===== config.mk =====
export PLATFORM = sky130hd
export DESIGN_NAME = sbc_bank_fsm
export DESIGN_NICKNAME = d
export VERILOG_FILES = /design/src/logic/sbc_cmd_decode.v /design/src/logic/sbc_bank_fsm.v
export VERILOG_INCLUDE_DIRS = /design/src /design/src/logic
export SDC_FILE = /design/constraint.sdc
export NUM_CORES = 1
export LEC_CHECK = 0
export ABC_AREA = 1
export BUFFER_PORTS_ARGS = -buffer_cell sky130_fd_sc_hd__buf_2
export CORE_MARGIN = 5
export CORE_UTILIZATION = 30
export CTS_BUF_LIST = sky130_fd_sc_hd__clkbuf_4
export DETAILED_ROUTE_END_ITERATION = 8
export HOLD_SLACK_MARGIN = 0.15
export SLEW_MARGIN = 20
export SYNTH_ARGS = -nofsm -noshare
export SYNTH_HDL_FRONTEND = slang
export SYNTH_SLANG_ARGS = --single-unit

===== constraint.sdc =====
create_clock -name clk -period 2.5 [get_ports clk]
set_clock_uncertainty 0.1 [all_clocks]
set_input_delay 0.25 -clock clk [delete_from_list [all_inputs] [get_ports clk]]
set_output_delay 0.25 -clock clk [all_outputs]
set_load 0.02 [all_outputs]

===== src/logic/sbc_defines.vh =====
// Constants shared by the bank command state machine and its decoder.
// Assumes inclusion by bare name from files under logic/.
`ifndef SBC_DEFINES_VH
`define SBC_DEFINES_VH

// Decoded command codes
`define SBC_CMD_W        4
`define SBC_CMD_CHIP_UNSELECTED_CMD     4'h0
`define SBC_CMD_NOP      4'h1
`define SBC_CMD_HALT     4'h2
`define SBC_CMD_FETCH    4'h3
`define SBC_CMD_STORE    4'h4
`define SBC_CMD_OPEN     4'h5
`define SBC_CMD_CLOSE    4'h6
`define SBC_CMD_REFRESH  4'h7
`define SBC_CMD_MODE     4'h8

// Bank states
`define SBC_ST_W         3
`define SBC_ST_IDLE      3'h0
`define SBC_ST_ROW       3'h1
`define SBC_ST_READ      3'h2
`define SBC_ST_WRITE     3'h3
`define SBC_ST_READ_AC   3'h4
`define SBC_ST_WREC      3'h5
`define SBC_ST_PRECHG    3'h6

// Synchronised pin vector layout
`define SBC_PIN_W        15
`define SBC_PIN_CKE      14
`define SBC_PIN_CS       13
`define SBC_PIN_RAS      12
`define SBC_PIN_CAS      11
`define SBC_PIN_WE       10
`define SBC_PIN_BANK     9
`define SBC_PIN_A8       8
`define SBC_PIN_COL_HI   7
`define SBC_PIN_COL_LO   0
`define SBC_PIN_RESET    15'h7c00

// Widths and reset values
`define SBC_ADDR_W       10
`define SBC_COL_W        8
`define SBC_CNT_W        8
`define SBC_ADDR_RESET   10'h000
`define SBC_COL_RESET    8'h00
`define SBC_CNT_ZERO     8'h00
`define SBC_CNT_ONE      8'h01

`endif


===== src/logic/sbc_cmd_decode.v =====
// Command decoder: strobe pins to a command code.
// Assumes the strobes are already synchronised to the bank clock.
`timescale 1ns/10ps
`include "sbc_defines.vh"

module sbc_cmd_decode (
   cs_n,
   ras_n,
   cas_n,
   we_n,
   cmd
);
   input  wire                  cs_n;
   input  wire                  ras_n;
   input  wire                  cas_n;
   input  wire                  we_n;
   output reg  [`SBC_CMD_W-1:0] cmd;

   always @* begin
      if (cs_n) begin
         cmd = `SBC_CMD_CHIP_UNSELECTED_CMD;
      end else begin
         case ({ras_n, cas_n, we_n})
            3'b111:  cmd = `SBC_CMD_NOP;
            3'b110:  cmd = `SBC_CMD_HALT;
            3'b101:  cmd = `SBC_CMD_FETCH;
            3'b100:  cmd = `SBC_CMD_STORE;
            3'b011:  cmd = `SBC_CMD_OPEN;
            3'b010:  cmd = `SBC_CMD_CLOSE;
            3'b001:  cmd = `SBC_CMD_REFRESH;
            default: cmd = `SBC_CMD_MODE;
         endcase
      end
   end

endmodule // sbc_cmd_decode


===== src/logic/sbc_bank_fsm.v =====
// One bank's command state machine of a two-bank synchronous DRAM.
// Assumes pins arrive asynchronously and a controller tracks bank state.
//
// Function
// - Idle: no-ops, power-down, open, refresh, mode load
// - Read burst continues, then returns to open row
// - Halt during read returns to open row
// - New read during read restarts at new column
// - Write during read starts write burst
// - Close interrupts read; open/refresh/mode illegal
// - Write burst continues, then write recovery
// - Halt during write returns to open row
// - Read during write starts read burst
// - New write during write restarts at column
// - Close interrupts write; open/refresh/mode illegal
// - Autoclose read finishes then precharges; others illegal
// - Halted read stops data after column latency
// - Clock gating low holds power-down, inputs ignored
`timescale 1ns/10ps
`include "sbc_defines.vh"

module sbc_bank_fsm #(
   parameter                  BANK_ID   = 0,
   parameter [`SBC_CNT_W-1:0] BURST_LEN = 8'h04,
   parameter                  COL_LAT   = 2,
   parameter [`SBC_CNT_W-1:0] WREC_CYC  = 8'h02,
   parameter [`SBC_CNT_W-1:0] PRECH_CYC = 8'h03
) (
   clk,
   rst,
   cke,
   cs_n,
   ras_n,
   cas_n,
   we_n,
   addr,
   state_q,
   col_addr_q,
   row_addr_q,
   mode_q,
   read_beat_q,
   write_beat_q,
   dq_oe_q,
   refresh_q,
   mode_load_q,
   power_down_q,
   illegal_q
);
   input  wire                   clk;
   input  wire                   rst;
   input  wire                   cke;
   input  wire                   cs_n;
   input  wire                   ras_n;
   input  wire                   cas_n;
   input  wire                   we_n;
   input  wire [`SBC_ADDR_W-1:0] addr;
   output reg  [`SBC_ST_W-1:0]   state_q;
   output reg  [`SBC_COL_W-1:0]  col_addr_q;
   output reg  [`SBC_ADDR_W-2:0] row_addr_q;
   output reg  [`SBC_ADDR_W-1:0] mode_q;
   output reg                    read_beat_q;
   output reg                    write_beat_q;
   output reg                    dq_oe_q;
   output reg                    refresh_q;
   output reg                    mode_load_q;
   output reg                    power_down_q;
   output reg                    illegal_q;

   localparam [`SBC_CNT_W-1:0] BL_LAST    = BURST_LEN - `SBC_CNT_ONE;
   localparam [`SBC_CNT_W-1:0] WREC_LAST  = WREC_CYC - `SBC_CNT_ONE;
   localparam [`SBC_CNT_W-1:0] PRECH_LAST = PRECH_CYC - `SBC_CNT_ONE;
   localparam                  BANK_BIT   = (BANK_ID != 0);

   ////////////////////////////////////////////////////////////////////////
   // Pin synchronisers
   ////////////////////////////////////////////////////////////////////////
   // The controller's clock is unrelated, so every pin passes two stages.
   reg  [`SBC_PIN_W-1:0] pin_meta_q;
   reg  [`SBC_PIN_W-1:0] pin_q;

   always @(posedge clk or posedge rst) begin
      if (rst) begin
         pin_meta_q <= `SBC_PIN_RESET;
         pin_q      <= `SBC_PIN_RESET;
      end else begin
         pin_meta_q <= {cke, cs_n, ras_n, cas_n, we_n, addr};
         pin_q      <= pin_meta_q;
      end
   end

   wire [`SBC_CMD_W-1:0]  cmd;
   wire [`SBC_COL_W-1:0]  pin_col = pin_q[`SBC_PIN_COL_HI:`SBC_PIN_COL_LO];
   wire                   pin_ac  = pin_q[`SBC_PIN_A8];

   sbc_cmd_decode u_decode (
      .cs_n  (pin_q[`SBC_PIN_CS]),
      .ras_n (pin_q[`SBC_PIN_RAS]),
      .cas_n (pin_q[`SBC_PIN_CAS]),
      .we_n  (pin_q[`SBC_PIN_WE]),
      .cmd   (cmd)
   );

   ////////////////////////////////////////////////////////////////////////
   // Command targeting
   ////////////////////////////////////////////////////////////////////////
   // Bank-addressed commands aimed at the other bank are a no-op here.
   function to_me;
      input [`SBC_CMD_W-1:0]  c;
      input [`SBC_PIN_W-1:0]  p;
      begin
         if (c == `SBC_CMD_CLOSE)
            to_me = p[`SBC_PIN_A8] | (p[`SBC_PIN_BANK] == BANK_BIT);
         else
            to_me = (p[`SBC_PIN_BANK] == BANK_BIT);
      end
   endfunction

   wire is_fetch = (cmd == `SBC_CMD_FETCH) & to_me(cmd, pin_q);
   wire is_store = (cmd == `SBC_CMD_STORE) & to_me(cmd, pin_q);
   wire is_open  = (cmd == `SBC_CMD_OPEN)  & to_me(cmd, pin_q);
   wire is_close = (cmd == `SBC_CMD_CLOSE) & to_me(cmd, pin_q);
   wire is_halt  = (cmd == `SBC_CMD_HALT);
   wire is_ref   = (cmd == `SBC_CMD_REFRESH);
   wire is_mode  = (cmd == `SBC_CMD_MODE);

   ////////////////////////////////////////////////////////////////////////
   // Power-down and clock suspend
   ////////////////////////////////////////////////////////////////////////
   wire pin_cke = pin_q[`SBC_PIN_CKE];
   reg  cke_prev_q;
   reg  freeze_d;

   always @* begin
      // Entry needs a high-to-low edge; staying low keeps it held
      freeze_d = (cke_prev_q & ~pin_cke) | (power_down_q & ~pin_cke);
   end

   always @(posedge clk or posedge rst) begin
      if (rst) begin
         cke_prev_q   <= 1'b1;
         power_down_q <= 1'b0;
      end else begin
         cke_prev_q   <= pin_cke;
         power_down_q <= freeze_d;
      end
   end

   ////////////////////////////////////////////////////////////////////////
   // Bank state machine
   ////////////////////////////////////////////////////////////////////////
   reg  [`SBC_ST_W-1:0]  state_d;
   reg  [`SBC_CNT_W-1:0] cnt_q;
   reg  [`SBC_CNT_W-1:0] cnt_d;
   reg  [`SBC_COL_W-1:0] col_d;
   reg  [`SBC_ADDR_W-2:0] row_d;
   reg  [`SBC_ADDR_W-1:0] mode_d;
   reg                   ac_q;
   reg                   ac_d;
   reg                   rd_d;
   reg                   wr_d;
   reg                   ref_d;
   reg                   mode_ld_d;
   reg                   ill_d;

   // Column command start shared by open-row, read, write and recovery
   task start_col;
      begin
         col_d = pin_col;
         cnt_d = BL_LAST;
         ac_d  = pin_ac;
         if (is_fetch) begin
            state_d = pin_ac ? `SBC_ST_READ_AC : `SBC_ST_READ;
            rd_d    = 1'b1;
         end else begin
            state_d = `SBC_ST_WRITE;
            wr_d    = 1'b1;
         end
      end
   endtask

   // Report whether the burst counter has reached zero; the caller advances it
   function burst_done;
      input [`SBC_CNT_W-1:0] c;
      begin
         burst_done = (c == `SBC_CNT_ZERO);
      end
   endfunction

   always @* begin
      state_d   = state_q;
      cnt_d     = cnt_q;
      col_d     = col_addr_q;
      row_d     = row_addr_q;
      mode_d    = mode_q;
      ac_d      = ac_q;
      rd_d      = 1'b0;
      wr_d      = 1'b0;
      ref_d     = 1'b0;
      mode_ld_d = 1'b0;
      ill_d     = 1'b0;
      if (!freeze_d) begin
         case (state_q)
            `SBC_ST_IDLE: begin
               if (is_open) begin
                  state_d = `SBC_ST_ROW;
                  row_d   = pin_q[`SBC_ADDR_W-2:0];
               end else if (is_ref) begin
                  ref_d = 1'b1;
               end else if (is_mode) begin
                  mode_d    = pin_q[`SBC_ADDR_W-1:0];
                  mode_ld_d = 1'b1;
               end else if (is_fetch | is_store) begin
                  ill_d = 1'b1;
               end
            end
            `SBC_ST_ROW: begin
               if (is_fetch | is_store) begin
                  start_col;
               end else if (is_close) begin
                  state_d = `SBC_ST_PRECHG;
                  cnt_d   = PRECH_LAST;
               end else if (is_open | is_ref | is_mode) begin
                  ill_d = 1'b1;
               end
            end
            `SBC_ST_READ, `SBC_ST_WRITE: begin
               if (is_halt) begin
                  state_d = `SBC_ST_ROW;
               end else if (is_fetch | is_store) begin
                  start_col;
               end else if (is_close) begin
                  state_d = `SBC_ST_PRECHG;
                  cnt_d   = PRECH_LAST;
               end else begin
                  ill_d = is_open | is_ref | is_mode;
                  if (burst_done(cnt_q)) begin
                     if (state_q == `SBC_ST_READ) begin
                        state_d = `SBC_ST_ROW;
                     end else begin
                        state_d = `SBC_ST_WREC;
                        cnt_d   = WREC_LAST;
                     end
                  end else begin
                     cnt_d = cnt_q - `SBC_CNT_ONE;
                     col_d = col_addr_q + `SBC_COL_RESET + 8'h01;
                     rd_d  = (state_q == `SBC_ST_READ);
                     wr_d  = (state_q == `SBC_ST_WRITE);
                  end
               end
            end
            `SBC_ST_READ_AC: begin
               // Only no-ops and deselects are legal until the autoclose ends
               ill_d = is_halt | is_fetch | is_store | is_open
                     | is_close | is_ref | is_mode;
               if (burst_done(cnt_q)) begin
                  state_d = `SBC_ST_PRECHG;
                  cnt_d   = PRECH_LAST;
               end else begin
                  cnt_d = cnt_q - `SBC_CNT_ONE;
                  col_d = col_addr_q + 8'h01;
                  rd_d  = 1'b1;
               end
            end
            `SBC_ST_WREC: begin
               if ((is_fetch | is_store) & ~ac_q) begin
                  start_col;
               end else if (burst_done(cnt_q)) begin
                  state_d = ac_q ? `SBC_ST_PRECHG : `SBC_ST_ROW;
                  cnt_d   = PRECH_LAST;
               end else begin
                  ill_d = is_open | is_close | is_ref | is_mode;
                  cnt_d = cnt_q - `SBC_CNT_ONE;
               end
            end
            `SBC_ST_PRECHG: begin
               ill_d = is_fetch | is_store | is_open | is_ref | is_mode;
               if (burst_done(cnt_q)) begin
                  state_d = `SBC_ST_IDLE;
                  ac_d    = 1'b0;
               end else begin
                  cnt_d = cnt_q - `SBC_CNT_ONE;
               end
            end
            default: begin
               state_d = `SBC_ST_IDLE;
            end
         endcase
      end
   end

   always @(posedge clk or posedge rst) begin
      if (rst) begin
         state_q      <= `SBC_ST_IDLE;
         cnt_q        <= `SBC_CNT_ZERO;
         col_addr_q   <= `SBC_COL_RESET;
         row_addr_q   <= 9'h000;
         mode_q       <= `SBC_ADDR_RESET;
         ac_q         <= 1'b0;
         read_beat_q  <= 1'b0;
         write_beat_q <= 1'b0;
         refresh_q    <= 1'b0;
         mode_load_q  <= 1'b0;
         illegal_q    <= 1'b0;
      end else begin
         state_q      <= state_d;
         cnt_q        <= cnt_d;
         col_addr_q   <= col_d;
         row_addr_q   <= row_d;
         mode_q       <= mode_d;
         ac_q         <= ac_d;
         read_beat_q  <= rd_d;
         write_beat_q <= wr_d;
         refresh_q    <= ref_d;
         mode_load_q  <= mode_ld_d;
         illegal_q    <= ill_d;
      end
   end

   ////////////////////////////////////////////////////////////////////////
   // Read data output latency
   ////////////////////////////////////////////////////////////////////////
   // A halted read keeps driving the beats already in flight, so the
   // output enable falls only after the column latency has run out.
   reg [COL_LAT-1:0] rd_pipe_q;

   always @(posedge clk or posedge rst) begin
      if (rst)
         rd_pipe_q[0] <= 1'b0;
      else if (!power_down_q)
         rd_pipe_q[0] <= read_beat_q;
   end

   genvar gi;
   generate
      for (gi = 1; gi < COL_LAT; gi = gi + 1) begin : g_lat
         always @(posedge clk or posedge rst) begin
            if (rst)
               rd_pipe_q[gi] <= 1'b0;
            else if (!power_down_q)
               rd_pipe_q[gi] <= rd_pipe_q[gi-1];
         end
      end
   endgenerate

   always @(posedge clk or posedge rst) begin
      if (rst)
         dq_oe_q <= 1'b0;
      else
         dq_oe_q <= rd_pipe_q[COL_LAT-1];
   end

endmodule // sbc_bank_fsm


Word-level counts from Yosys, hierarchy flattened
Cells that the tools add are included.
{"block": "totals", "latchBits": 0, "out_inout_bits": 37, "ff_bits": 79, "n_memories": 0, "romBits": 0, "mem_bits_rw": 0}
{"block": "op_classes", "bitwise_logic": 30, "n_mux": 84, "n_lt_le_gt_ge": 0, "n_div": 0, "addsub": 2, "reduce_logical": 12, "eq_ne": 32, "n_mul": 0, "n_shift": 0}
{"cell": "2-to-1 mux 8 bit", "n": 16}
{"cell": "2-to-1 mux 3 bit", "n": 15}
{"cell": "2-to-1 mux 1 bit", "n": 44}
{"cell": "one-hot mux 8 bit (5 select lines)", "n": 1}
{"cell": "one-hot mux 8 bit (4 select lines)", "n": 1}
{"cell": "one-hot mux 4 bit (7 select lines)", "n": 1}
{"cell": "== test 3 bit, second input constant", "n": 7}
{"cell": "one-hot mux 3 bit (6 select lines)", "n": 1}
{"cell": "bitwise OR 1 bit", "n": 17}
{"cell": "== test 4 x 3 -> 1 bit, second input constant", "n": 4}
{"cell": "inequality test 2 bit, second input constant", "n": 7}
{"cell": "== test 3 x 2 -> 1 bit, second input constant", "n": 4}
{"cell": "AND reduction 6 bit", "n": 2}
{"cell": "inequality test 5 bit, second input constant", "n": 2}
{"cell": "AND reduction 5 bit", "n": 2}
{"cell": "inequality test 3 bit, second input constant", "n": 3}
{"cell": "adder 8 x 1 -> 8 bit, second input constant", "n": 1}
{"cell": "== test 4 x 2 -> 1 bit, second input constant", "n": 2}
{"cell": "logical NOT 8 bit", "n": 1}
{"cell": "one-hot mux 1 bit (4 select lines)", "n": 2}
{"cell": "nonzero test 4 bit", "n": 2}
{"cell": "subtractor 8 x 1 -> 8 bit, second input constant", "n": 1}
{"cell": "AND 1 bit", "n": 7}
{"cell": "AND reduction 7 bit", "n": 1}
{"cell": "10 further kinds", "n": 16}

Logic depth before layout (Yosys ltp)
Gate-level depths: netlist (run 1).
{"block": "depth", "word_depth": 14, "ltp_mapped": 15}

Modules after synthesis
A second synthesis (run 1) with hierarchy kept.
{"block": "hier_totals", "cells_unflattened": 502, "hier_area_um2": 4048.9}
{"module": "sbc_bank_fsm", "cells_each": 490, "seq_area_each_um2": 1990.7, "n_inst": 1, "area_per_inst_um2": 3997.6}
{"module": "sbc_cmd_decode", "cells_each": 12, "seq_area_each_um2": 0.0, "n_inst": 1, "area_per_inst_um2": 51.3}

Worst setup path after synthesis (run 1)
Ideal clock, no wire load.
{"block": "synth_timing", "kind": "register -> register", "startpoint": "register state_q[1]", "endpoint": "register col_addr_q[0]", "path_slack_ns": 0.642, "period_less_slack_ns": 1.858, "t_arrival_ns": 1.641, "path_stages_with_launch": 9, "setup_time_ns": 0.117, "path_cell_list": "dfrtp_1 -> buf_2 -> nor2_1 -> nand2_1 -> nand2_1 -> o21a_1 -> nand4_1 -> nand2_1 -> nand2_1"}
{"block": "synth_via", "elab_chain_cells": 4, "elab_cells_between_ends": 13}
{"item": "start: declaration", "line": "sbc_bank_fsm.v:57", "rtl": "output reg [`SBC_ST_W-1:0] state_q;"}
{"item": "start signal: assignment", "line": "sbc_bank_fsm.v:293", "rtl": "state_q <= `SBC_ST_IDLE;"}
{"item": "start signal: assignment", "line": "sbc_bank_fsm.v:305", "rtl": "state_q <= state_d;"}
{"item": "== test 3 x 2 -> 1 bit"}
{"item": "OR reduction 2 bit", "line": "sbc_bank_fsm.v:202", "rtl": "case (state_q)"}
{"item": "inequality test 3 bit (no line), or another cell as far along"}
{"item": "AND reduction 6 bit (no line)"}
{"item": "end signal: assignment", "line": "sbc_bank_fsm.v:295", "rtl": "col_addr_q <= `SBC_COL_RESET;"}
{"item": "end signal: assignment", "line": "sbc_bank_fsm.v:307", "rtl": "col_addr_q <= col_d;"}
{"item": "end: declaration", "line": "sbc_bank_fsm.v:58", "rtl": "output reg [`SBC_COL_W-1:0] col_addr_q;"}
Several ways; a longest one is shown, not always the timed one.
A chain may end at the register's enable or synchronous reset.

Worst setup path after layout (run 1)
{"block": "layout_timing", "startpoint": "register pin_q[11]", "endpoint": "register cnt_q[2]"}
{"block": "layout_via", "elab_chain_cells": 10, "elab_cells_between_ends": 29}
{"item": "start: declaration", "line": "sbc_bank_fsm.v:79", "rtl": "reg [`SBC_PIN_W-1:0] pin_q;"}
{"item": "start signal: assignment", "line": "sbc_bank_fsm.v:84", "rtl": "pin_q <= `SBC_PIN_RESET;"}
{"item": "start signal: assignment", "line": "sbc_bank_fsm.v:87", "rtl": "pin_q <= pin_meta_q;"}
{"item": "== test 3 x 1 -> 1 bit, or another cell as far along", "line": "sbc_cmd_decode.v:23", "rtl": "case ({ras_n, cas_n, we_n})"}
{"item": "one-hot mux 4 bit (7 select lines) (*)", "line": "sbc_cmd_decode.v:23"}
{"item": "2-to-1 mux 4 bit (*)", "line": "sbc_cmd_decode.v:20", "rtl": "if (cs_n) begin"}
{"item": "== test 4 x 3 -> 1 bit (no line)"}
{"item": "2-to-1 mux 1 bit", "line": "sbc_bank_fsm.v:111", "rtl": "if (c == `SBC_CMD_CLOSE)"}
{"item": "AND 1 bit, on equally long branches", "line": "sbc_bank_fsm.v:118, sbc_bank_fsm.v:119, sbc_bank_fsm.v:121"}
{"item": "bitwise OR 1 bit or 2-to-1 mux 8 bit (tied branches)"}
{"item": "AND 1 bit or 2-to-1 mux 8 bit (tied branches)", "line": "sbc_bank_fsm.v:265, sbc_bank_fsm.v:229"}
{"item": "2-to-1 mux 8 bit, on equally long branches", "line": "sbc_bank_fsm.v:265, sbc_bank_fsm.v:227"}
{"item": "one-hot mux 8 bit (5 select lines)", "line": "sbc_bank_fsm.v:202"}
{"item": "end signal: assignment", "line": "sbc_bank_fsm.v:294", "rtl": "cnt_q <= `SBC_CNT_ZERO;"}
{"item": "end signal: assignment", "line": "sbc_bank_fsm.v:306", "rtl": "cnt_q <= cnt_d;"}
{"item": "end: declaration", "line": "sbc_bank_fsm.v:152", "rtl": "reg [`SBC_CNT_W-1:0] cnt_q;"}
Mark *: on every way between the ends. The rest lies on a longest branch, timed or not. The select of a mux whose other input is x is not followed.

==> results of run 1 <==
[per-layer routing]
layer  track usage, %  vias to the layer above
met2             22.9                       93
met4             6.51                        0
met3             4.09                       21
li1                 -                     1717
met1             17.8                     1626
met5                0                        -
[power by group through the flow]
stage	combinational [mW]	sequential, mW	clock [mW]
floorplan	1.87	2.16	0
global placement	2.91	1.93	0
detailed placement	2.94	1.94	0
CTS	2.97	1.92	0.782
global route	3.35	1.97	0.836
finish	2.97	1.92	0.751
[cell type report]
cell class | count | area [µm²] | area share [%]
timing repair buffer | 78 | 505 | 10.8
multi-input combinational | 345 | 1620 | 34.6
clock buffer | 11 | 82.6 | 1.76
tap | 172 | 215 | 4.60
sequential | 79 | 1990 | 42.5
clock inverter | 4 | 47.5 | 1.02
inverter | 59 | 221 | 4.73
[worst max-delay path, delay by kind of cell, from the launching register on]
family          cells  cell delay [ps]
simple gates        7              840
flops               1              590
compound gates      1              510
buf+inv             2              200
[sequential cells by signal (all words and copies together) (netlist names)]
signal and flops:
read_beat_q 1, mode_q 10, col_addr_q 8, cke_prev_q 1
rd_pipe_q 2, dq_oe_q 1, row_addr_q 9, power_down_q 1
illegal_q 1, ac_q 1, cnt_q 8, mode_load_q 1
refresh_q 1, state_q 3, pin_meta_q 15, pin_q 15
write_beat_q 1
[logic make-up after synthesis]
kind of cell / share of synthesized area (%)
buffers and inverters: 7.00
adders and majority gates: 0.968
xor gates and xnor gates: 2.03
DFF: 51.3
AOI/OAI and AO/OA: 7.45
and+or+nand+nor: 31.2
[cells in the mapped netlist, drive strengths merged]
cell	n	area [µm²]
a211oi	1	7.51
a21oi	8	43.8
a31oi	1	6.26
and2	1	6.26
buf	5	38.8
clkbuf	3	11.3
dfrtp	68	1700
dfstp	11	289
ha	3	37.5
inv	59	221
nand2	175	677
nand3	41	210
nand4	7	50.1
nor2	46	190
nor3	9	66.3
nor4	1	6.26
o211ai	2	15.0
o21a	1	7.51
o21ai	36	184
o21bai	2	18.8
o22ai	1	6.26
or2	1	6.26
xnor2	4	35.0
xor2	5	43.8
[per-stage QoR]
step	hold WS (ps)	std cells	cell area (µm²)	util, %	setup WS [ps]
after floorplan	154	491	3880	-	145
after global placement	231	717	4390	34.6	220
after detailed placement	236	717	4390	34.6	227
after CTS	253	748	4680	36.9	197
after global routing	252	748	4680	36.9	46.3
final	250	748	4680	36.9	215
[final timing paths]
kind	from	end	slack (ps)	depth (start not counted)
worst min-delay path	pin_meta_q[7]	pin_q[7]	250	0
worst max register to register	pin_q[11]	cnt_q[2]	210	10
worst max-delay path	pin_q[11]	cnt_q[2]	210	10
min in group asynchronous	rst	row_addr_q[7]	300	3
max in group asynchronous	rst	pin_meta_q[14]	1220	4
worst min register to register	pin_meta_q[7]	pin_q[7]	250	0
[repair_timing]
item	CTS	global route
hold buffers	16	0
endpoints found under the hold margin	43	0
endpoints found under the setup margin	0	1
gates resized for setup	0	1
==> reports/metrics.yaml, run 1 <==
synthesis:
  syn_inst: 491
  avgSynthCellArea_um2: 7.90
  synth-seq-cells: 79
  synth_area_um2: 3880
  seq_area_frac_synth_pct: 51.3
  yosys_warnings: 0
  synthesis.nets: 511
  yosysUniqueCellTypes: 39
floorplan:
  pin_count: 54
  core_region_area_um2: 12700
  die_w_um: 124
  row_count: 41
  initial_utilization_pct: 30.6
  die_area_um2: 15300
  die_h_um: 124
route:
  wl_met2_um: 4620
  wirelength_um: 10100
  dr_wl_met3_um: 557
  wl_met1_um: 4640
  routedWlPerCell_um: 13.5
  routed.top_layer: "met4"
  drtIter0Drc: 203
  firstDrtPassIters: 5
  via_count: 3457
  drc_errors: 0
  viasPerCell: 4.62
  ant_nets: 0
status:
  status: "completed"
final_layout:
  final_cell_mix: "nand2_1 (171), dfrtp_1 (68), inv_1 (55), buf_2 (53), nor2_1 (43)"
  area_delta_synth_final_pct: 20.6
  fin_nets: 592
  mostFrequentLayoutCell: "nand2_1"
  drive_above_1_share_pct: 18.6
  n_fill_cell: 1310
  diodes: 0
flow_run:
  maxCapViolCount: 0
clock_network:
  clkLatencyLatePin_ps: 440
  numCtsBuffers: 9
  cts_sinks: 79
  cts_max_level: 3
  postCtsSetupBuffers: 0
  cts-root-buf: "clkbuf_4"
  cts_buffer_depth: 2
  clk_pin_slew_worst_paths_ps: 120
  cts_tree: "done"
pwr:
  clkPwrFrac_pct: 13.3
  p_per_area_nw_per_um2: 1210
  pwr-share-seq_pct: 34.0
  p_comb_share_pct: 52.7
  switching_share_pct: 47.8
  internal_power_mw: 2.95
  ir_worst_vdd_uv: 491
  total_power_mw: 5.64
  p_leak_nw: 2.51
  p_sw_mw: 2.70
timing:
  rsz0062_at_grt: "false"
  setup_violations: 0
  fin_crit_sh_pct: 91.4
  hold_viol: 0
  slew_headroom_pct: 58.7
  slew_violations: 0
  period_needed_ps: 2290
  fmax_ghz: 0.438
  finalSetupTns_ps: 0
  worst_slew_pin_slew_ps: 619
setup_path:
  worst_setup_path_end_kind: "flop"
  cpMostUsedCell: "nand2_1"
  cp.arrival_ps: 2580
  crit_required_ps: 2790
  critPathMaxStageDelay_ps: 590
  crit_type: "flop to flop"
  critical_path.startpoint_type: "flop"
  path_cells: "inv_1 > nand2_1 > nor3_4 > o21ai_2 > nand2_1 > nor2_2 > nor2_4 > inv_2 > nand2_1 > nand2_1"
  cp_max_fo: 15
  cpMaxStageDelayCell: "dfstp_2"
grt:
  grt_start_max_net_pins: 34
  grt_pass1_vias: 3478
  antenna_found_initial: 0
  grt_overflow: 0
  grt_pass1_wl_um: 17200
  grt_use_total_pct: 14.3
placed_design:
  dpl.hpwl_um: 7590
  place.gp.congestion: 0.916
  portBuffers: 53
worst_hold_path:
  hold_path_class: "flop to flop"
(Power assumes the default switching activity.)
==> run 2, diff against run 1 <==
CTS_BUF_LIST = sky130_fd_sc_hd__clkbuf_16   (was sky130_fd_sc_hd__clkbuf_4)
==> reports/metrics.yaml, run 2 (synthesis gave the netlist of run 1 again) <==
floorplan:
  die_w_um: 124
  initial_utilization_pct: 30.6
  core_region_area_um2: 12700
  row_count: 41
  die_area_um2: 15300
  die_h_um: 124
  pin_count: 54
route:
  routedWlPerCell_um: 13.6
  drc_errors: 0
  via_count: 3419
  firstDrtPassIters: 4
  ant_nets: 0
  viasPerCell: 4.57
  wirelength_um: 10200
  drtIter0Drc: 224
timing:
  hold_viol: 0
  fin_crit_sh_pct: 91.6
  rsz0062_at_grt: "false"
  slew_headroom_pct: 58.1
  fmax_ghz: 0.437
  setup_violations: 0
  worst_slew_pin_slew_ps: 627
  slew_violations: 0
  period_needed_ps: 2290
  finalSetupTns_ps: 0
pwr:
  pwr-share-seq_pct: 31.4
  p_leak_nw: 2.58
  internal_power_mw: 3.39
  switching_share_pct: 44.8
  p_per_area_nw_per_um2: 1270
  p_comb_share_pct: 48.3
  clkPwrFrac_pct: 20.3
  ir_worst_vdd_uv: 749
  p_sw_mw: 2.75
final_layout:
  top_regs: "pin_meta_q x15, pin_q x15, mode_q x10"
  stdcell_count: 748
  mostFrequentLayoutCell: "nand2_1"
  n_fill_cell: 1307
  area_delta_synth_final_pct: 24.5
  utilization_pct: 38.1
  drive_above_1_share_pct: 18.1
  diodes: 0
  fin_nets: 592
  final_cell_mix: "nand2_1 (171), dfrtp_1 (68), inv_1 (58), buf_2 (53), nor2_1 (43)"
setup_path:
  worst_setup_path_end_kind: "flop"
  crit_required_ps: 2670
  path_cells: "inv_1 > nand2_1 > nor3_4 > o21ai_2 > nand2_1 > nor2_2 > nor2_4 > inv_2 > nand2_1 > nand2_1"
  r2r_slack_ps: 210
  r2r_cells: 10
  critPathMaxStageDelay_ps: 580
  critical_path.startpoint_type: "flop"
  crit_end: "cnt_q[2]"
  crit_type: "flop to flop"
  cp.arrival_ps: 2460
  r2r-end: "cnt_q[2]"
  cpMaxStageDelayCell: "dfstp_2"
  cpMostUsedCell: "nand2_1"
  cp-startpoint: "pin_q[10]"
  cp_max_fo: 15
  r2r_start: "pin_q[10]"
grt:
  grt_pass1_vias: 3471
  grt_overflow: 0
  grt_pass1_wl_um: 17200
  grt_use_total_pct: 14.3
  grt_start_max_net_pins: 34
  antenna_found_initial: 0
clock_network:
  postCtsSetupBuffers: 0
  clk_pin_slew_worst_paths_ps: 60
  cts_buffer_depth: 2
  cts_tree: "done"
  clkLatencyLatePin_ps: 330
  ctsResizeCount: 0
  cts_sinks: 79
  cts_max_level: 3
  cts_hold_buf: 16
  cts-root-buf: "clkbuf_16"
  numCtsBuffers: 9
status:
  status: "completed"
worst_hold_path:
  hold_path_class: "flop to flop"
placed_design:
  portBuffers: 53
  place.gp.congestion: 0.916
  placed_cells: 717
  dpl.hpwl_um: 7590
flow_run:
  maxCapViolCount: 0
## run 2: changes by cell type in the layout (fill, tap and decap cells not counted), sizes merged
cell | previous run | this run
inv | 59 | 61
clkbuf | 11 | 9
## run 2: power by group through the flow
stage / sequential (mW) / clock [mW] / combinational (mW)
after floorplan: 2.16 / 0 / 1.87
after global placement: 1.93 / 0 / 2.91
after detailed placement: 1.94 / 0 / 2.94
after CTS: 1.93 / 1.29 / 2.97
after global routing: 1.98 / 1.34 / 3.34
final: 1.92 / 1.25 / 2.96
## run 2: how the worst min path moves through the flow
stage | start | end | slack [ps] | depth (start not counted)
floorplan | we_n | pin_meta_q[10] | 150 | 0
finish | pin_meta_q[8] | pin_q[8] | 250 | 0
detailed placement | rst | row_addr_q[7] | 240 | 2
CTS | pin_meta_q[3] | pin_q[3] | 250 | 0
global placement | rst | mode_load_q | 230 | 2
global route | pin_meta_q[1] | pin_q[1] | 250 | 0
## run 2: through the flow
| stage | area (µm²) | setup slack (ps) | power [mW] | hold slack, ps |
|---|---|---|---|---|
| after floorplan | 3880 | 145 | 4.03 | 154 |
| after global placement | 4390 | 220 | 4.84 | 231 |
| after detailed placement | 4390 | 227 | 4.88 | 236 |
| after CTS | 4830 | 207 | 6.18 | 248 |
| after global routing | 4830 | 18.7 | 6.65 | 253 |
| final | 4830 | 210 | 6.13 | 246 |
## run 2: critical path, delay by kind of cell, from the launching register on
family          cells  cell delay, ps
compound gates      1             500
simple gates        7             830
flops               1             580
buf+inv             2             210
## run 2: layout make-up
type	count	area (µm²)	area share, %
multi-input combinational	345	1620	33.5
sequential	79	1990	41.2
clock buffer	9	225	4.66
inverter	59	221	4.58
tap	172	215	4.45
timing repair buffer	78	505	10.5
clock inverter	6	55.1	1.14
## run 2: routing by layer
metal	global-route usage, %	part of all wire (%)
met2	23.3	47
met1	17.9	45
met4	6.16	1.9
met3	3.95	5.6
met5	0	0
